`src/rtl/stsc_pkg.sv`:
```
package stsc_pkg;
    // register addresses (3-bit latched address)
    localparam logic [2:0] STSC_ADDR_THRESH = 3'h4;
    localparam logic [2:0] STSC_ADDR_STATUS = 3'h5;
    localparam logic [2:0] STSC_ADDR_TRIM   = 3'h6;
    localparam logic [2:0] STSC_ADDR_CLEAR  = 3'h7;

    // threshold control field positions
    localparam int STSC_TH_SEL_LSB   = 0;
    localparam int STSC_TH_TRACK     = 4;
    localparam int STSC_TH_DISCHARGE = 5;
    localparam int STSC_TH_ZERO_TRIM = 7;

    // status field positions
    localparam int STSC_ST_CROSS   = 0;
    localparam int STSC_ST_QUAD_LO = 1;
    localparam int STSC_ST_QUAD_HI = 2;
    localparam int STSC_ST_WITHIN  = 3;
    localparam int STSC_ST_RATIO   = 4;
    localparam int STSC_ST_EVERY   = 5;
    localparam int STSC_ST_MOTOR   = 6;
    localparam int STSC_ST_ERRNEG  = 7;

    // trim field positions
    localparam int STSC_TRIM_SIGN = 7;

    // writable masks and reset values
    localparam logic [7:0] STSC_TH_WMASK  = 8'hb7;
    localparam logic [7:0] STSC_ST_WMASK  = 8'h70;
    localparam logic [7:0] STSC_RST_VALUE = 8'h00;

    // frame ratios declared by frame_ratio_sel
    localparam int STSC_RATIO_ONE  = 32;
    localparam int STSC_RATIO_ZERO = 72;

    // analog comparator results from the servo side
    typedef struct packed {
        logic quad_lo;
        logic quad_hi;
        logic within_threshold;
        logic error_negative;
    } stsc_cmp_type;

    // switch and mode controls toward the analog side
    typedef struct packed {
        logic [2:0] threshold_sel;
        logic       track_not_seek;
        logic       filter_discharge;
        logic       zero_input_trim_mode;
        logic       frame_ratio_sel;
        logic       motor_current_feedback_sw;
        logic [7:0] trim_value;
    } stsc_ctl_type;
endpackage

```
`src/rtl/stsc_top.sv`:
```
`timescale 1ns/1ps
`default_nettype none

module stsc_top
    import stsc_pkg::*;
(
    // clock and reset
    input  wire logic         i_clk_sys,
    input  wire logic         i_nrst,
    // microprocessor bus
    input  wire logic         i_addr_latch_strobe,
    input  wire logic         i_chip_sel_n,
    input  wire logic         i_read_strobe_n,
    input  wire logic         i_store_strobe_n,
    input  wire logic [7:0]   i_muxed_bus,
    output logic [7:0]        o_muxed_bus,
    output logic              o_muxed_bus_oe_n,
    // servo comparators
    input  wire stsc_cmp_type i_cmp,
    // outputs
    output logic              o_crossing_irq_n,
    output logic              o_outside_threshold_n,
    output logic              o_outside_threshold_oe_n,
    output logic              o_track_not_seek,
    output stsc_ctl_type      o_ctl
);

    // bus state
    logic       ale_q, ale_d;
    logic [2:0] addr_q, addr_d;
    logic       rd_q, rd_d;
    logic       wr_q, wr_d;
    logic [7:0] rdata_q, rdata_d;
    logic       oe_n_q, oe_n_d;

    // register state
    logic [7:0] thresh_q, thresh_d;
    logic [7:0] stctl_q, stctl_d;
    logic [7:0] trim_q, trim_d;
    logic       cross_q, cross_d;

    // comparator synchronisers and edge history
    logic [1:0] quad_s1_q, quad_s1_d;
    logic [1:0] quad_s2_q, quad_s2_d;
    logic [1:0] quad_h_q, quad_h_d;
    logic       win_s1_q, win_s1_d;
    logic       win_s2_q, win_s2_d;
    logic       neg_s1_q, neg_s1_d;
    logic       neg_s2_q, neg_s2_d;

    // output flops
    logic         irq_n_q, irq_n_d;
    logic         out_n_q, out_n_d;
    logic         mode_q, mode_d;
    stsc_ctl_type ctl_q, ctl_d;

    logic       rd_start;
    logic       wr_end;
    logic       cross_evt;
    logic [7:0] status_val;

    always_comb begin
        ale_d = i_addr_latch_strobe;
        addr_d = addr_q;
        if (ale_q && !i_addr_latch_strobe) begin
            addr_d = i_muxed_bus[2:0];
        end
        rd_d = !i_chip_sel_n && !i_read_strobe_n;
        wr_d = !i_chip_sel_n && !i_store_strobe_n;
        rd_start = rd_d && !rd_q;
        // data taken at strobe release, where setup to the rising strobe is guaranteed
        wr_end = wr_q && !wr_d;
    end

    always_comb begin
        quad_s1_d = {i_cmp.quad_hi, i_cmp.quad_lo};
        quad_s2_d = quad_s1_q;
        quad_h_d = quad_s2_q;
        win_s1_d = i_cmp.within_threshold;
        win_s2_d = win_s1_q;
        neg_s1_d = i_cmp.error_negative;
        neg_s2_d = neg_s1_q;
        if (stctl_q[STSC_ST_EVERY]) begin
            cross_evt = quad_s2_q != quad_h_q;
        end else begin
            cross_evt = quad_s2_q[1] != quad_h_q[1];
        end
    end

    always_comb begin
        status_val = stctl_q & STSC_ST_WMASK;
        status_val[STSC_ST_CROSS] = cross_q;
        status_val[STSC_ST_QUAD_LO] = quad_s2_q[0];
        status_val[STSC_ST_QUAD_HI] = quad_s2_q[1];
        status_val[STSC_ST_WITHIN] = win_s2_q;
        status_val[STSC_ST_ERRNEG] = neg_s2_q;
    end

    always_comb begin
        thresh_d = thresh_q;
        stctl_d = stctl_q;
        trim_d = trim_q;
        rdata_d = rdata_q;
        oe_n_d = !rd_d;
        cross_d = cross_q;
        if (rd_start && addr_q == STSC_ADDR_STATUS) begin
            cross_d = 1'b0;
        end
        if (cross_evt) begin
            cross_d = 1'b1; // set wins over the read clear
        end
        if (rd_start) begin
            case (addr_q)
                STSC_ADDR_THRESH: rdata_d = thresh_q;
                STSC_ADDR_STATUS: rdata_d = status_val;
                STSC_ADDR_TRIM: rdata_d = trim_q;
                default: rdata_d = 8'h00;
            endcase
        end
        if (wr_end) begin
            case (addr_q)
                STSC_ADDR_THRESH: thresh_d = i_muxed_bus & STSC_TH_WMASK;
                STSC_ADDR_STATUS: stctl_d = i_muxed_bus & STSC_ST_WMASK;
                STSC_ADDR_TRIM: trim_d = i_muxed_bus;
                STSC_ADDR_CLEAR: begin
                    thresh_d = STSC_RST_VALUE;
                    stctl_d = STSC_RST_VALUE;
                    trim_d = STSC_RST_VALUE;
                end
                default: trim_d = trim_q;
            endcase
        end
    end

    always_comb begin
        irq_n_d = !cross_d;
        // seek mode always reads as outside the window
        // enable low pulls the pin low, so release only when inside the window in track mode
        out_n_d = win_s2_q && thresh_d[STSC_TH_TRACK];
        mode_d = thresh_d[STSC_TH_TRACK];
        ctl_d.threshold_sel = thresh_d[STSC_TH_SEL_LSB +: 3];
        ctl_d.track_not_seek = thresh_d[STSC_TH_TRACK];
        ctl_d.filter_discharge = thresh_d[STSC_TH_DISCHARGE];
        ctl_d.zero_input_trim_mode = thresh_d[STSC_TH_ZERO_TRIM];
        ctl_d.frame_ratio_sel = stctl_d[STSC_ST_RATIO];
        ctl_d.motor_current_feedback_sw = stctl_d[STSC_ST_MOTOR];
        ctl_d.trim_value = trim_d;
    end

    always_ff @(posedge i_clk_sys) begin
        if (!i_nrst) begin
            ale_q <= 1'b0;
            addr_q <= 3'h0;
            rd_q <= 1'b0;
            wr_q <= 1'b0;
            rdata_q <= 8'h00;
            oe_n_q <= 1'b1;
            thresh_q <= STSC_RST_VALUE;
            stctl_q <= STSC_RST_VALUE;
            trim_q <= STSC_RST_VALUE;
            cross_q <= 1'b0;
            quad_s1_q <= 2'h0;
            quad_s2_q <= 2'h0;
            quad_h_q <= 2'h0;
            win_s1_q <= 1'b0;
            win_s2_q <= 1'b0;
            neg_s1_q <= 1'b0;
            neg_s2_q <= 1'b0;
            irq_n_q <= 1'b1;
            out_n_q <= 1'b0;
            mode_q <= 1'b0;
            ctl_q <= '0;
        end else begin
            ale_q <= ale_d;
            addr_q <= addr_d;
            rd_q <= rd_d;
            wr_q <= wr_d;
            rdata_q <= rdata_d;
            oe_n_q <= oe_n_d;
            thresh_q <= thresh_d;
            stctl_q <= stctl_d;
            trim_q <= trim_d;
            cross_q <= cross_d;
            quad_s1_q <= quad_s1_d;
            quad_s2_q <= quad_s2_d;
            quad_h_q <= quad_h_d;
            win_s1_q <= win_s1_d;
            win_s2_q <= win_s2_d;
            neg_s1_q <= neg_s1_d;
            neg_s2_q <= neg_s2_d;
            irq_n_q <= irq_n_d;
            out_n_q <= out_n_d;
            mode_q <= mode_d;
            ctl_q <= ctl_d;
        end
    end

    assign o_muxed_bus = rdata_q;
    assign o_muxed_bus_oe_n = oe_n_q;
    assign o_crossing_irq_n = irq_n_q;
    assign o_outside_threshold_n = 1'b0;
    // open drain: pulls low (enable low) when outside or in seek
    assign o_outside_threshold_oe_n = out_n_q;
    assign o_track_not_seek = mode_q;
    assign o_ctl = ctl_q;

endmodule

`default_nettype wire

```
`config.mk`:
```
export PLATFORM = sky130hd
export DESIGN_NAME = stsc_top
export DESIGN_NICKNAME = d
export VERILOG_FILES = /design/src/rtl/stsc_pkg.sv /design/src/rtl/stsc_top.sv
export SDC_FILE = /design/constraint.sdc
export NUM_CORES = 1
export LEC_CHECK = 0
export BUFFER_PORTS_ARGS = -buffer_cell sky130_fd_sc_hd__buf_2
export CELL_PAD_IN_SITES_DETAIL_PLACEMENT = 1
export CELL_PAD_IN_SITES_GLOBAL_PLACEMENT = 2
export CORE_MARGIN = 5
export CORE_UTILIZATION = 36
export CTS_BUF_LIST = sky130_fd_sc_hd__clkbuf_4
export CTS_CLUSTER_SIZE = 24
export DETAILED_ROUTE_END_ITERATION = 7
export PLACE_DENSITY_LB_ADDON = 0.1
export SLEW_MARGIN = 15
export SYNTH_ARGS = -nofsm -noshare
export SYNTH_HDL_FRONTEND = slang
export SYNTH_SLANG_ARGS = --single-unit
```
`constraint.sdc`:
```
create_clock -name i_clk_sys -period 3.6 [get_ports i_clk_sys]
set_clock_uncertainty 0.05 [all_clocks]
set_input_delay 0 -clock i_clk_sys [delete_from_list [all_inputs] [get_ports i_clk_sys]]
set_output_delay 0 -clock i_clk_sys [all_outputs]
set_load 0.02 [all_outputs]
```
==> impl_metrics.yaml <==
synth:
  synth.top_cell.area_share_pct: 47.6
  synth_edf_count: 0
  yosysUniqueCellTypes: 39
  synthCells: 191
  synth_area_leaders: "dfxtp_1 48%, a21boi_0 6.7%, mux2i_1 4.8%, and2_1 3.6%, nand3_1 3.2%"
  syn_area_per_cell_um2: 9.91
  synth_seq_area_share_pct: 47.6
  yosysWarnings: 0
  syn_nets: 209
  synth_top_flop_cell: "dfxtp_1"
  synth_seq_cells: 45
  yosys.area.top_type: "dfxtp_1"
  synth_area_um2: 1890
  synthArstFlopShare_pct: 0
detailed_routing:
  first_pass_iters: 4
  via_count: 1548
  drc: 0
  drt-vias-per-instance: 4.93
  drt_iter0_markers: 29
  routed_wl_um: 4890
  antenna_left: 0
  wl_per_cell_um: 15.6
worst_setup_path:
  cp_slowest_cell: "dfxtp_1"
  cp_data_arrival_time_ns: 2.07
  crit_path_end_kind: "flop"
  crit_family: "flip-flops"
  cp-endpoint: "o_ctl[4]$_SDFFE_PN0P_"
  crit_path_max_incr_delay_ns: 0.81
  reg2reg_to: "o_ctl[4]$_SDFFE_PN0P_"
  crit_chain: "o2111ai_1, nand2_1, a21boi_0"
  crit_start: "addr_q[1]$_SDFFE_PN0P_"
  worst_r2r_path_depth: 3
  cp.depth: 3
  r2r_slack_ns: 1.73
  reg2reg_from: "addr_q[1]$_SDFFE_PN0P_"
  required_ns: 3.80
  critPathKind: "flop to flop"
  cp_max_fo: 20
  path_buf_inv: 0
  worstSetupStartpointType: "flop"
power_and_ir_drop:
  p_leak_nw: 0.949
  p_switching_mw: 0.202
  pwr-share-seq_pct: 63.5
  p_per_area_nw_per_um2: 351
  ir_drop_uv: 183
  p_total_mw: 0.815
  clkPwrFrac_pct: 28.4
  switching_share_pct: 24.8
  combPwrFrac_pct: 8.2
  p_int_mw: 0.614
finish:
  nNetsFinal: 261
  drive_gt1_share_pct: 23.8
  layout_common_cells: "45 x dfxtp_1, 45 x buf_2, 17 x a21boi_0, 17 x dlygate4sd3_1, 15 x nand2_1"
  final_util_pct: 45.4
  num_antenna_cells: 0
  area_growth_pct: 22.6
timing:
  rsz0062_at_grt: "no"
  setup_slack_ns: 1.73
  whs_ns: 0.112
  tns_ns: 0
  fmax_mhz: 535
  period_share_pct: 52.0
  hold_violations: 0
  relSlewSlack_pct: 46.1
  drv_slew: 0
  tightest_slew_ns: 0.807
  min_period_ns: 1.87
  finalSetupViolCount: 0
global_route:
  antenna_found_initial: 0
  grt.total_usage_pct: 16.0
  gr-total-overflow: 0
  grt_pass1_wl_um: 8200
  grt_pass1_vias: 1679
  grt_max_degree: 46
cts:
  clock_latency_ns: 0.36
  cts-resized-gates: 0
  post-cts-setup-buffers: 0
  clkSlewWorstSetupHoldPaths_ns: 0.13
  cts.path.max_buffers: 2
  cts_buffers: 5
  h-tree-depth: 2
  cts_tree: "built"
  numClockSinks: 45
  cts-root-buf: "clkbuf_4"
floorplanning:
  die_x_um: 82.5
  fp-row-count: 26
  die_area_um2: 6810
  die_h_um: 82.5
  io_pins: 47
  start_util_pct: 37.1
  core_um2: 5110
flow_run:
  cap_viol_max_count: 0
place:
  gp_congestion: 0.807
  dp_hpwl_um: 3470
  preCtsSetupSlack_ns: 1.71
  port-buffer-count: 45
min_path:
  hp-class: "input port to flop"
run_status:
  outcome: "finished clean"
[layout make-up]
type                       instances  area, um2
fill                             612       2790
sequential                        45        901
multi-input combinational        127        880
timing repair buffer              62        395
tap                               70       87.6
clock buffer                       5       37.5
clock inverter                     3       12.5
inverter                           2       7.51
[Yosys cell counts, drive strengths merged (2+ instances only)]
cell      n
o21ai    13
nor2      2
dfxtp    45
and3b     4
and2     11
nor2b     4
clkbuf   10
nand2    15
xor2      3
o211ai    3
inv       2
nand3b    8
buf       7
nand3    13
or3b      3
a2bb2oi   6
mux2i     9
o2111ai   2
a21boi   20
[sequential cells by signal, indices dropped and copies added (netlist names), 2 cells and up]
register     count
stctl_q          3
quad_h_d         2
o_ctl            8
thresh_q         6
addr_q           3
quad_s1_q        2
quad_h_q         2
o_muxed_bus      8
[how the worst min path moves through the flow]
stage	slack [ns]	cells after the start	end	start
4_1_cts	0.10	2	o_muxed_bus_oe_n$_SDFF_PN1_	i_nrst
3_3_place_gp	0.16	2	neg_s1_q$_SDFF_PN0_	i_cmp[0]
5_1_grt	0.14	2	o_muxed_bus_oe_n$_SDFF_PN1_	i_nrst
6_report	0.11	2	o_muxed_bus_oe_n$_SDFF_PN1_	i_nrst
2_1_floorplan	0.03	1	wr_q$_SDFF_PN0_	i_store_strobe_n
3_5_place_dp	0.16	2	quad_s1_q[0]$_SDFF_PN0_	i_cmp[3]
[power by group through the flow]
stage	clock (mW)	combinational, mW	sequential [mW]
finish	0.231	0.0668	0.517
global route	0.266	0.0740	0.520
CTS	0.243	0.0671	0.518
detailed placement	0	0.0531	0.529
global placement	0	0.0516	0.528
floorplan	0	0.0380	0.524
[repair_timing]
item / CTS / global route
endpoints found under the hold margin: 31 / 0
setup endpoints to repair: 0 / 0
hold buffers: 17 / 0
[through the flow]
step | instance area, um2 | cells
floorplan | 1890 | 191
global route | 2320 | 314
global placement | 2100 | 289
detailed placement | 2100 | 289
finish | 2320 | 314
CTS | 2320 | 314
[per-layer routing]
layer  global-route usage [%]  vias to the layer above  wire length [um]
met3                     3.69                        9               228
met2                     26.8                       30              2380
met1                     19.9                      737              2230
li1                         -                      772                 -
met5                        0                        -                 0
met4                     5.88                        0                58
[logic make-up (layout without fill, tap and decap cells)]
logic type / count (synthesis) / after routing / share of synthesized area [%]
flops: 45 / 45 / 47.6
xor+xnor: 3 / 3 / 1.39
simple gates: 64 / 64 / 20.0
other cells: 1 / 1 / 0.198
buf+inv: 19 / 72 / 5.95
mux: 9 / 9 / 4.76
compound gates: 50 / 50 / 20.1
[worst reg2reg max path, delay by kind of cell, from the launching register on]
| kind | cells | cell delay [ns] |
|---|---|---|
| flops | 1 | 0.81 |
| simple gates | 1 | 0.21 |
| compound gates | 2 | 0.69 |
Note: power is estimated with default switching activity, not from simulation.
